### config.mk
export PLATFORM = sky130hd
export DESIGN_NAME = sps_stepper_phase_sequencer
export DESIGN_NICKNAME = d
export VERILOG_FILES = /design/src/hw/sps_stepper_phase_sequencer.v
export VERILOG_INCLUDE_DIRS = /design/src /design/src/hw
export SDC_FILE = /design/constraint.sdc
export NUM_CORES = 1
export LEC_CHECK = 0
export BUFFER_PORTS_ARGS = -buffer_cell sky130_fd_sc_hd__buf_4
export CAP_MARGIN = 20
export CELL_PAD_IN_SITES_DETAIL_PLACEMENT = 1
export CELL_PAD_IN_SITES_GLOBAL_PLACEMENT = 1
export CORE_MARGIN = 1.5
export CORE_UTILIZATION = 42
export DETAILED_ROUTE_END_ITERATION = 10
export HOLD_SLACK_MARGIN = 0.08
export PLACE_DENSITY = 0.82
export SLEW_MARGIN = 5
export SYNTH_ARGS = -nofsm -noshare
export SYNTH_HDL_FRONTEND = slang
export SYNTH_SLANG_ARGS = --single-unit
### constraint.sdc
create_clock -name mclk -period 5.15 [get_ports mclk]
set_input_delay 0.515 -clock mclk [delete_from_list [all_inputs] [get_ports mclk]]
set_output_delay 0.515 -clock mclk [all_outputs]
set_load 0.01 [all_outputs]
### src/hw/sps_regs.vh
/*
 * Register indices, field positions, reset values and timing counts of the
 * stepper phase sequencer.
 * Assumes a 25 MHz system clock and word-per-register AXI4-Lite access.
 */
`ifndef SPS_REGS_VH
`define SPS_REGS_VH

// Register indices; byte address is four times the index
`define SPS_IDX_INTERVAL_MODE_CTRL 16'hFFB0
`define SPS_IDX_INTERVAL_COUNT 16'hFFB1
`define SPS_IDX_STEP_COMPARE_VALUE 16'hFFBA
`define SPS_IDX_PHASE_OUT_DATA 16'hFFD9
`define SPS_IDX_IRQ_REQUEST_FLAGS_ONE 16'hFFF6
`define SPS_IDX_MOTOR_CTRL 16'hFFC0
`define SPS_IDX_IRQ_STATUS 16'hFFC1
`define SPS_IDX_IRQ_MASK 16'hFFC2
`define SPS_IDX_STEP_TIMER_COUNT 16'hFFC3
`define SPS_IDX_INDEX_STATUS 16'hFFC4

// Field positions
`define SPS_INTERVAL_IRQ_FLAG_BIT 3
`define SPS_CTRL_CLEAR_EN_BIT 3
`define SPS_IRQ_STEP_BIT 0
`define SPS_IRQ_INTERVAL_BIT 1
`define SPS_IRQ_RAMP_BIT 2

// Interval clock select codes
`define SPS_CSEL_INTERVAL 4'h6
`define SPS_CSEL_RESET_MIN 4'hC

// Operating modes, bit 2 selects reverse rotation
`define SPS_MODE_SLEW_UP 2'h0
`define SPS_MODE_CONST 2'h1
`define SPS_MODE_SLEW_DOWN 2'h2
`define SPS_MODE_STOP 2'h3

// Reset values
`define SPS_RST_COMPARE 16'h2710
`define SPS_RST_PHASE_OUT 8'h08
`define SPS_RST_PINS 4'h8
`define SPS_RST_MODE 3'h3
`define SPS_RST_INTERVAL_MODE 8'h00

// Ramp table: linear, first entry and spacing between entries
`define SPS_RAMP_BASE 16'h2710
`define SPS_RAMP_DELTA 16'h00AF
`define SPS_RAMP_LAST 6'h2F

// Prescaler divisions
`define SPS_STEP_DIV 5'h0F
`define SPS_INTERVAL_DIV 5'h1F

`endif

### src/hw/sps_stepper_phase_sequencer.v
/*
 * Stepper phase sequencer: step compare timer with ramp reload, half-step
 * pattern sequencing with an interval-timed non-overlap gap, AXI4-Lite slave.
 * Assumes one 25 MHz clock, synchronous reset and phase drivers on the four
 * phase outputs; AXI master keeps one write and one read in flight at most.
 */
// The implementer's own choice: the AXI4-Lite register port.
`timescale 1ns/1ps
`include "sps_regs.vh"

// Behaviour
// - Step event whenever the 16-bit step timer count equals the compare value.
// - Forward slew-down: each step loads compare from ramp table, then moves the index.
// - Ramp table holds 48 sixteen-bit step intervals for both slews.
// - Reverse slew-up: load compare from ramp, increment index, then constant speed.
// - Reverse slew-down: load compare from ramp at index, then update index.
// - Four phase outputs carry the pattern table entry at the phase index.
// - Forward constant: each step outputs next pattern, compare value unchanged.
// - Reverse constant: each step outputs pattern at phase index, reverse direction.
// - A non-overlap gap timed by the interval timer precedes each new pattern.
// - Interval flag bit 3 shows pending request; cleared when a gap is armed.
// - Writing clock select C to F resets the interval counter.
// - Clock select 6 runs the interval timer from prescaler S.
// - Interval counter is an 8-bit up-counter at system clock divided by 32.
// - Pattern table: 08 0C 04 06 02 03 01 09, bit 3 phase A.
// - Step timer clears on compare match when compare clearing is enabled.
// - 3-bit mode: 0-3 forward slew-up/constant/slew-down/stop, 4-7 reverse.
module sps_stepper_phase_sequencer (
    input wire mclk,
    input wire srst,
    input wire [31:0] s_axi_awaddr,
    input wire s_axi_awvalid,
    output reg s_axi_awready,
    input wire [31:0] s_axi_wdata,
    input wire [3:0] s_axi_wstrb,
    input wire s_axi_wvalid,
    output reg s_axi_wready,
    output reg [1:0] s_axi_bresp,
    output reg s_axi_bvalid,
    input wire s_axi_bready,
    input wire [31:0] s_axi_araddr,
    input wire s_axi_arvalid,
    output reg s_axi_arready,
    output reg [31:0] s_axi_rdata,
    output reg [1:0] s_axi_rresp,
    output reg s_axi_rvalid,
    input wire s_axi_rready,
    output reg [3:0] phase_output_bits,
    output reg irq
);

    // Half-step excitation codes
    function [3:0] pattern;
        input [2:0] idx;
        begin
            case (idx)
                3'h0: pattern = 4'h8;
                3'h1: pattern = 4'hC;
                3'h2: pattern = 4'h4;
                3'h3: pattern = 4'h6;
                3'h4: pattern = 4'h2;
                3'h5: pattern = 4'h3;
                3'h6: pattern = 4'h1;
                default: pattern = 4'h9;
            endcase
        end
    endfunction

    // Table entries fall linearly, so a multiply replaces 48 stored words
    function [15:0] ramp_period;
        input [5:0] idx;
        reg [15:0] prod;
        begin
            prod = {10'h000, idx} * `SPS_RAMP_DELTA;
            ramp_period = `SPS_RAMP_BASE - prod;
        end
    endfunction

    // Register index from a byte address
    function [15:0] reg_index;
        input [31:0] addr;
        begin
            reg_index = addr[17:2];
        end
    endfunction

    function mapped;
        input [15:0] idx;
        begin
            case (idx)
                `SPS_IDX_INTERVAL_MODE_CTRL, `SPS_IDX_INTERVAL_COUNT,
                `SPS_IDX_STEP_COMPARE_VALUE, `SPS_IDX_PHASE_OUT_DATA,
                `SPS_IDX_IRQ_REQUEST_FLAGS_ONE, `SPS_IDX_MOTOR_CTRL,
                `SPS_IDX_IRQ_STATUS, `SPS_IDX_IRQ_MASK,
                `SPS_IDX_STEP_TIMER_COUNT, `SPS_IDX_INDEX_STATUS: mapped = 1'b1;
                default: mapped = 1'b0;
            endcase
        end
    endfunction

    reg [7:0] interval_mode_ctrl;
    reg [7:0] interval_count;
    reg [15:0] step_compare_value;
    reg [15:0] step_timer_count;
    reg [7:0] phase_out_data;
    reg interval_irq_flag;
    reg [2:0] mode;
    reg compare_clear_enable;
    reg [2:0] irq_status;
    reg [2:0] irq_mask;
    reg [2:0] phase_idx;
    reg [5:0] ramp_idx;
    reg gap_busy;
    reg [4:0] step_div;
    reg [4:0] prescaler_s;
    reg step_tick;
    reg interval_tick;
    reg step_event;
    reg [15:0] aw_idx;
    reg aw_held;
    reg [31:0] w_data;
    reg [3:0] w_strb;
    reg w_held;

    wire [3:0] interval_clock_select = interval_mode_ctrl[3:0];
    wire do_write = aw_held && w_held && !s_axi_bvalid;
    wire wr_low = do_write && w_strb[0];
    wire interval_ovf = interval_tick && (interval_count == 8'hFF);
    wire moving = (mode[1:0] != `SPS_MODE_STOP);
    wire reverse = mode[2];
    wire ramp_wrap = step_event && moving && !mode[0] &&
        ((mode[1] == 1'b0 && ramp_idx == `SPS_RAMP_LAST) ||
         (mode[1] == 1'b1 && ramp_idx == 6'h00));
    wire [2:0] irq_events = {ramp_wrap, interval_ovf, step_event};

    // Prescalers: one-cycle enables, step timer at /16, interval timer at /32
    always @(posedge mclk) begin
        if (srst) begin
            step_div <= 5'h00;
            prescaler_s <= 5'h00;
            step_tick <= 1'b0;
            interval_tick <= 1'b0;
        end else begin
            step_div <= (step_div == `SPS_STEP_DIV) ? 5'h00 : step_div + 5'h01;
            prescaler_s <= prescaler_s + 5'h01;
            step_tick <= (step_div == `SPS_STEP_DIV);
            // Runs only with the interval select code
            interval_tick <= (prescaler_s == `SPS_INTERVAL_DIV) &&
                (interval_clock_select == `SPS_CSEL_INTERVAL);
        end
    end

    // Step timer; the match is taken on a tick so the event is one cycle long
    always @(posedge mclk) begin
        if (srst) begin
            step_timer_count <= 16'h0000;
            step_event <= 1'b0;
        end else begin
            step_event <= 1'b0;
            if (step_tick) begin
                if (step_timer_count == step_compare_value) begin
                    step_event <= 1'b1;
                    if (compare_clear_enable) begin
                        step_timer_count <= 16'h0000;
                    end else begin
                        step_timer_count <= step_timer_count + 16'h0001;
                    end
                end else begin
                    step_timer_count <= step_timer_count + 16'h0001;
                end
            end
        end
    end

    // Interval counter and its request flag; the overflow set beats a clear
    always @(posedge mclk) begin
        if (srst) begin
            interval_count <= 8'h00;
            interval_irq_flag <= 1'b0;
        end else begin
            if (do_write && aw_idx == `SPS_IDX_INTERVAL_MODE_CTRL && w_strb[0] &&
                    w_data[3:0] >= `SPS_CSEL_RESET_MIN) begin
                interval_count <= 8'h00;
            end else if (step_event && moving) begin
                interval_count <= 8'h00;
            end else if (interval_tick && interval_clock_select == `SPS_CSEL_INTERVAL) begin
                interval_count <= interval_count + 8'h01;
            end
            if (interval_ovf) begin
                interval_irq_flag <= 1'b1;
            end else if (step_event && moving) begin
                interval_irq_flag <= 1'b0;
            end else if (wr_low && aw_idx == `SPS_IDX_IRQ_REQUEST_FLAGS_ONE &&
                    !w_data[`SPS_INTERVAL_IRQ_FLAG_BIT]) begin
                interval_irq_flag <= 1'b0;
            end
        end
    end

    // Sequencer: mode, ramp reload, phase index and the non-overlap gap.
    // A software write to the mode wins over a hardware mode change.
    always @(posedge mclk) begin
        if (srst) begin
            mode <= `SPS_RST_MODE;
            compare_clear_enable <= 1'b1;
            step_compare_value <= `SPS_RST_COMPARE;
            ramp_idx <= 6'h00;
            phase_idx <= 3'h0;
            phase_out_data <= `SPS_RST_PHASE_OUT;
            gap_busy <= 1'b0;
        end else begin
            if (step_event && moving) begin
                // Index wraps through the 3-bit width
                phase_idx <= reverse ? phase_idx - 3'h1 : phase_idx + 3'h1;
                phase_out_data <= 8'h00;
                gap_busy <= 1'b1;
                case (mode[1:0])
                    `SPS_MODE_SLEW_UP: begin
                        step_compare_value <= ramp_period(ramp_idx);
                        if (ramp_idx == `SPS_RAMP_LAST) begin
                            mode <= {reverse, `SPS_MODE_CONST};
                        end else begin
                            ramp_idx <= ramp_idx + 6'h01;
                        end
                    end
                    `SPS_MODE_SLEW_DOWN: begin
                        step_compare_value <= ramp_period(ramp_idx);
                        if (ramp_idx == 6'h00) begin
                            mode <= {reverse, `SPS_MODE_STOP};
                        end else begin
                            ramp_idx <= ramp_idx - 6'h01;
                        end
                    end
                    default: begin
                        // Constant speed keeps the compare value
                        step_compare_value <= step_compare_value;
                    end
                endcase
            end else if (gap_busy && interval_irq_flag) begin
                phase_out_data <= {4'h0, pattern(phase_idx)};
                gap_busy <= 1'b0;
            end
            // Stop modes leave the index alone; a gap still pending loads its pattern
            if (do_write) begin
                case (aw_idx)
                    `SPS_IDX_MOTOR_CTRL: begin
                        if (w_strb[0]) begin
                            mode <= w_data[2:0];
                            compare_clear_enable <= w_data[`SPS_CTRL_CLEAR_EN_BIT];
                        end
                    end
                    `SPS_IDX_STEP_COMPARE_VALUE: begin
                        if (w_strb[0]) begin
                            step_compare_value[7:0] <= w_data[7:0];
                        end
                        if (w_strb[1]) begin
                            step_compare_value[15:8] <= w_data[15:8];
                        end
                    end
                    `SPS_IDX_PHASE_OUT_DATA: begin
                        if (w_strb[0]) begin
                            phase_out_data <= w_data[7:0];
                        end
                    end
                    `SPS_IDX_INDEX_STATUS: begin
                        if (w_strb[0]) begin
                            phase_idx <= w_data[2:0];
                        end
                        if (w_strb[1]) begin
                            ramp_idx <= (w_data[13:8] > `SPS_RAMP_LAST) ?
                                `SPS_RAMP_LAST : w_data[13:8];
                        end
                    end
                    default: begin
                        ramp_idx <= ramp_idx;
                    end
                endcase
            end
        end
    end

    // Interrupt status, mask and the level output
    always @(posedge mclk) begin
        if (srst) begin
            interval_mode_ctrl <= `SPS_RST_INTERVAL_MODE;
            irq_status <= 3'h0;
            irq_mask <= 3'h0;
            irq <= 1'b0;
            phase_output_bits <= `SPS_RST_PINS;
        end else begin
            if (wr_low && aw_idx == `SPS_IDX_IRQ_STATUS) begin
                irq_status <= (irq_status & ~w_data[2:0]) | irq_events;
            end else begin
                irq_status <= irq_status | irq_events;
            end
            if (wr_low && aw_idx == `SPS_IDX_IRQ_MASK) begin
                irq_mask <= w_data[2:0];
            end
            if (wr_low && aw_idx == `SPS_IDX_INTERVAL_MODE_CTRL) begin
                interval_mode_ctrl <= w_data[7:0];
            end
            irq <= |(irq_status & irq_mask);
            phase_output_bits <= phase_out_data[3:0];
        end
    end

    // AXI write: address and data taken in either order, response after both
    always @(posedge mclk) begin
        if (srst) begin
            s_axi_awready <= 1'b0;
            s_axi_wready <= 1'b0;
            s_axi_bvalid <= 1'b0;
            s_axi_bresp <= 2'b00;
            aw_held <= 1'b0;
            w_held <= 1'b0;
            aw_idx <= 16'h0000;
            w_data <= 32'h00000000;
            w_strb <= 4'h0;
        end else begin
            s_axi_awready <= !aw_held && !s_axi_awready && s_axi_awvalid;
            s_axi_wready <= !w_held && !s_axi_wready && s_axi_wvalid;
            if (s_axi_awvalid && s_axi_awready) begin
                aw_idx <= reg_index(s_axi_awaddr);
                aw_held <= 1'b1;
            end
            if (s_axi_wvalid && s_axi_wready) begin
                w_data <= s_axi_wdata;
                w_strb <= s_axi_wstrb;
                w_held <= 1'b1;
            end
            if (do_write) begin
                s_axi_bvalid <= 1'b1;
                s_axi_bresp <= mapped(aw_idx) ? 2'b00 : 2'b10;
                aw_held <= 1'b0;
                w_held <= 1'b0;
            end else if (s_axi_bvalid && s_axi_bready) begin
                s_axi_bvalid <= 1'b0;
            end
        end
    end

    // AXI read: one cycle of address acceptance, data on the next edge
    always @(posedge mclk) begin
        if (srst) begin
            s_axi_arready <= 1'b0;
            s_axi_rvalid <= 1'b0;
            s_axi_rdata <= 32'h00000000;
            s_axi_rresp <= 2'b00;
        end else begin
            s_axi_arready <= !s_axi_arready && !s_axi_rvalid && s_axi_arvalid;
            if (s_axi_arvalid && s_axi_arready) begin
                s_axi_rvalid <= 1'b1;
                s_axi_rresp <= mapped(reg_index(s_axi_araddr)) ? 2'b00 : 2'b10;
                case (reg_index(s_axi_araddr))
                    `SPS_IDX_INTERVAL_MODE_CTRL: s_axi_rdata <= {24'h0, interval_mode_ctrl};
                    `SPS_IDX_INTERVAL_COUNT: s_axi_rdata <= {24'h0, interval_count};
                    `SPS_IDX_STEP_COMPARE_VALUE: s_axi_rdata <= {16'h0, step_compare_value};
                    `SPS_IDX_PHASE_OUT_DATA: s_axi_rdata <= {24'h0, phase_out_data};
                    `SPS_IDX_IRQ_REQUEST_FLAGS_ONE:
                        s_axi_rdata <= {28'h0, interval_irq_flag, 3'h0};
                    `SPS_IDX_MOTOR_CTRL:
                        s_axi_rdata <= {28'h0, compare_clear_enable, mode};
                    `SPS_IDX_IRQ_STATUS: s_axi_rdata <= {29'h0, irq_status};
                    `SPS_IDX_IRQ_MASK: s_axi_rdata <= {29'h0, irq_mask};
                    `SPS_IDX_STEP_TIMER_COUNT: s_axi_rdata <= {16'h0, step_timer_count};
                    `SPS_IDX_INDEX_STATUS:
                        s_axi_rdata <= {15'h0, gap_busy, 2'h0, ramp_idx, 5'h0, phase_idx};
                    default: s_axi_rdata <= 32'h00000000;
                endcase
            end else if (s_axi_rvalid && s_axi_rready) begin
                s_axi_rvalid <= 1'b0;
            end
        end
    end

endmodule

==> parameters.txt <==
Parameter                              Value

Synth
  Most area-hungry cell type in the Yosys netlist    sky130_fd_sc_hd__dfxtp_1
  Fraction of synthesized area in multiplexers    0.0294
  Gate Count Post-Synth    between 1k and 1.5k
  Post-synthesis share of cell area spent on and, or, nand and nor gates    0.240
  Synth Area in XOR/XNOR    0.0483
  Complex-gate fraction of the synthesized area    0.161
  Post-synthesis share of cell area spent on full adders, half adders and majority gates    0.110
  Biggest area contributors in the synthesized netlist    sky130_fd_sc_hd__dfxtp_1, sky130_fd_sc_hd__ha_1, sky130_fd_sc_hd__nand2_1
  Total standard cell area after synthesis    slightly below 9000 sq um
  Number of enable flip-flop cells after synthesis    0
  Register area share after synthesis    0.349
  Average cell area after synthesis    8.29 sq um
  Count of distinct cell types in the synthesized netlist    74
  Synth async-reset ratio    0
  Yosys warning total    0
  Largest family of logic cells by synthesized area    simple AND/OR/NAND/NOR gates
  Number of synthesized register bits    155
  Post-synth top area share    0.349
  Post-synth top flop    sky130_fd_sc_hd__dfxtp_1

STA
  Final hold violation count    0
  Max-Slew Margin vs Limit    0.348
  Part of the cycle the worst path needs    0.827
  Final-report setup violation count    0
  Clk_skew    around 0.0057 ns
  Minimum clock period    4.26 ns
  Max Fclk    ~0.23 GHz
  Unrepaired setup endpoints after global routing    no
  Setup total negative slack    0 ns
  Transition time of the tightest slew-check pin    between 0.9 and 1 ns
  Final-report max-slew violation count    0

Clock tree
  Post-cts resize count    0
  Post-cts hold buffer count    0
  H-tree Lvls    4
  CTS tree    built
  Cell chosen for the clock root    sky130_fd_sc_hd__clkbuf_16
  Maximum buffer depth of the clock tree    2
  Clock-pin slew of the registers on the worst-case setup and hold paths    ~0.060 ns
  CTS buffer count    17
  Worst-Skew Late Latency    around 0.42 ns
  Number of buffers inserted by post-CTS setup repair    0
  Clock sink count    roughly 160

Place
  Dpl hpwl    19200 microns
  Post-place instance area    around 9600 sq um
  Routability cong.    between 0.8 and 0.9
  Port Buf Inserts    between 80 and 90

Die
  Number of cell rows    53
  Width of the die    between 100 and 150 microns
  DIE AREA    around 22000 sq um
  Die height    around 150 microns
  Number of I/O pins    approximately 150
  Core Area    between 20000 and 25000 sq um
  Initial standard-cell utilization of the core    0.425

Pwr
  Power per unit of standard cell area    ~250 nW/um^2
  Leakage component of the power    approximately 3.8 nW
  Peak supply drop    between 0.0002 and 0.00025 V

Min path
  Hold path start    s_axi_awaddr[5]
  Classification of the worst-slack hold path    input pin to flip-flop
  Worst hold path endpoint    aw_idx[3]$_SDFFE_PP0P_
  Number of cells traversed by the worst hold path    3

Final layout
  Ratio of cells with drive above 1 in the final layout    0.129
  Post-route design area    10200 sq um
  Area grow syn2layout    14.9%
  Layout Nets    roughly 1.3k
  Post-layout util    0.489
  # diodes    0

Detailed routing
  Number of DRC markers in iteration 0    440
  WL met3    approximately 1300 microns
  Per-cell via count in the routed design    ~5.7
  Total number of vias    ~8k
  Length of the first detailed-routing pass in iterations    8
  DRC violation count after routing    0
  Met2 Routed Length    approximately 13000 microns
  Routed length per instance    18.6 microns
  Top Layer Used    met5
  Wirelength, routed    26400 microns
  DRT antenna net count    0
  Routed length on met1    approximately 12000 microns

Run status
  Status    finished, final reports clean

Global routing
  First-pass GRT wire length    roughly 42000 microns
  Global Route Usage Sum    0.243
  Number of global-route vias before repair    around 8k
  Maximum number of pins on one net before global-route repair    67
  Global route total overflow    0
  Antenna violations before repair    1

Worst setup path
  Req. time, crit path    around 5.5 ns
  Arrival time worst endpoint    between 4 and 5 ns
  Peak per-stage delay on the critical path    slightly below 0.6 ns
  CP endpoint kind    flip-flop
  CP max FO    9
  Critical Setup Path Class    flip-flop to flip-flop
  Worst reg-to-reg setup slack    between 0.8 and 0.9 ns
  Crit Reg-Reg Endpoint    step_compare_value[13]$_SDFF_PP1_
  Critical Path Start Type    flip-flop
  Highest-delay cell along the critical path    sky130_fd_sc_hd__dfxtp_1
  R2R cell count    15
  Worst-path cell chain    inv_1, fa_1, xor2_1, ha_1, inv_1, fa_1, inv_1, ha_1, ha_1, nor2_1, o21ai_0, nand3_1, nor2_1, mux2i_1, a311o_1
  FF-to-FF Start    ramp_idx[5]$_SDFFE_PP0P_

Flow run
  Max-cap violation count    0
-- area by class of cell --
| type | instances | area [sq um] |
|---|---|---|
| clock buffers | 18 | 439 |
| clock inverters | 11 | 125 |
| fillers | 2528 | 10700 |
| inverters | 54 | 203 |
| multi-input cells | 810 | 5300 |
| flip-flops and latches | 155 | 3100 |
| well taps | 275 | 344 |
| repair buffers | 93 | 698 |
-- per-layer routing --
layer / track usage / vias up
met1: 0.326 / 3981
met5: 0 / -
li1: - / 3854
met2: 0.401 / 209
met3: 0.0460 / 32
met4: 0.0639 / 2
-- per-stage QoR --
stage | setup WS, ns | power, mW | cells | hold WS (ns)
floorplan | 1.32 | 1.33 | 1088 | 0.418
global placement | 0.996 | 1.37 | 1387 | 0.428
detailed placement | 0.931 | 1.38 | 1387 | 0.444
CTS | 0.912 | 2.59 | 1416 | 0.327
global route | 0.598 | 2.65 | 1416 | 0.327
finish | 0.892 | 2.57 | 1416 | 0.340
-- where the power goes --
part / internal [mW] / leakage [nW] / switching (mW)
registers: 1.21 / 1.25 / 0.0189
clock network: 0.717 / 0.273 / 0.501
logic: 0.0481 / 2.29 / 0.0691
total: 1.98 / 3.82 / 0.589
-- cell usage in the layout (no fill, tap or decap), types with 17 or more instances in the layout --
cell type                   netlist  routed
sky130_fd_sc_hd__xor2_1          19      19
sky130_fd_sc_hd__nor2_1          83      83
sky130_fd_sc_hd__conb_1           1      17
sky130_fd_sc_hd__xnor2_1         30      30
sky130_fd_sc_hd__clkbuf_16        0      17
sky130_fd_sc_hd__inv_1           54      54
sky130_fd_sc_hd__mux2i_1         25      25
sky130_fd_sc_hd__nor3_1          25      25
sky130_fd_sc_hd__nand3_1         42      42
sky130_fd_sc_hd__o21ai_0         21      21
sky130_fd_sc_hd__nand4_1         20      20
sky130_fd_sc_hd__nand2_1        166     166
sky130_fd_sc_hd__a21oi_1         90      90
sky130_fd_sc_hd__dfxtp_1        155     155
sky130_fd_sc_hd__ha_1            59      59
sky130_fd_sc_hd__buf_4           19      93
-- synthesized netlist by cell type, types with 4 or more instances --
library cell,instances
sky130_fd_sc_hd__buf_1,7
sky130_fd_sc_hd__and2_1,4
sky130_fd_sc_hd__clkbuf_1,32
sky130_fd_sc_hd__inv_1,54
sky130_fd_sc_hd__nor4_2,4
sky130_fd_sc_hd__o21ai_0,21
sky130_fd_sc_hd__a22o_1,5
sky130_fd_sc_hd__a21oi_1,90
sky130_fd_sc_hd__o21ai_1,9
sky130_fd_sc_hd__nand4_1,20
sky130_fd_sc_hd__ha_1,59
sky130_fd_sc_hd__dfxtp_1,155
sky130_fd_sc_hd__a221oi_1,11
sky130_fd_sc_hd__fa_1,12
sky130_fd_sc_hd__mux2i_1,25
sky130_fd_sc_hd__a311oi_1,6
sky130_fd_sc_hd__nor2b_1,13
sky130_fd_sc_hd__nor3b_1,4
sky130_fd_sc_hd__a31oi_1,5
sky130_fd_sc_hd__a222oi_1,13
sky130_fd_sc_hd__nand2_1,166
sky130_fd_sc_hd__buf_4,19
sky130_fd_sc_hd__buf_2,10
sky130_fd_sc_hd__nor4_1,9
sky130_fd_sc_hd__a22oi_1,4
sky130_fd_sc_hd__a211oi_1,9
sky130_fd_sc_hd__a21o_1,11
sky130_fd_sc_hd__or3_1,4
sky130_fd_sc_hd__nand2b_1,13
sky130_fd_sc_hd__nand3_1,42
sky130_fd_sc_hd__nor3_1,25
sky130_fd_sc_hd__and3_1,11
sky130_fd_sc_hd__nand3b_1,6
sky130_fd_sc_hd__xor2_1,19
sky130_fd_sc_hd__nor2_1,83
sky130_fd_sc_hd__xnor2_1,30
-- critical path: cells and delay by family (launching register included) --
kind | cells | cell delay (ns)
AND/OR/NAND/NOR | 3 | 0.36
multiplexers | 1 | 0.10
XOR/XNOR | 1 | 0.17
flip-flops | 1 | 0.58
AO/OA/AOI/OAI | 2 | 0.63
buffers and inverters | 3 | 0.33
adder cells (fa/ha/maj) | 5 | 1.98
-- how the worst max path moves through the flow --
| stage | slack (ns) | to | startpoint |
|---|---|---|---|
| 3_3_place_gp | 1.0 | step_compare_value[13]$_SDFF_PP1_ | ramp_idx[5]$_SDFFE_PP0P_ |
| 3_5_place_dp | 0.93 | step_compare_value[13]$_SDFF_PP1_ | ramp_idx[5]$_SDFFE_PP0P_ |
| 5_1_grt | 0.60 | step_compare_value[13]$_SDFF_PP1_ | ramp_idx[5]$_SDFFE_PP0P_ |
| 6_report | 0.89 | step_compare_value[13]$_SDFF_PP1_ | ramp_idx[5]$_SDFFE_PP0P_ |
| 4_1_cts | 0.91 | step_compare_value[13]$_SDFF_PP1_ | ramp_idx[5]$_SDFFE_PP0P_ |
| 2_1_floorplan | 1.32 | step_compare_value[13]$_SDFF_PP1_ | ramp_idx[3]$_SDFFE_PP0P_ |
-- cell families after synthesis --
logic type,count (synthesis)
AO/OA/AOI/OAI,217
adder cells (fa/ha/maj),71
buffers and inverters,123
AND/OR/NAND/NOR,430
multiplexers,26
XOR/XNOR,49
other,1
flip-flops,155
-- state kept, by name, indices dropped and copies added (netlist names), 4 cells and up --
| register | flops |
|---|---|
| s_axi_rdata | 17 |
| aw_idx | 16 |
| step_compare_value | 16 |
| step_timer_count | 16 |
| w_data | 16 |
| interval_count | 8 |
| interval_mode_ctrl | 8 |
| phase_out_data | 8 |
| ramp_idx | 6 |
| prescaler_s | 5 |
| step_div | 5 |
| phase_output_bits | 4 |
Note: power is estimated with default switching activity, not from simulation.
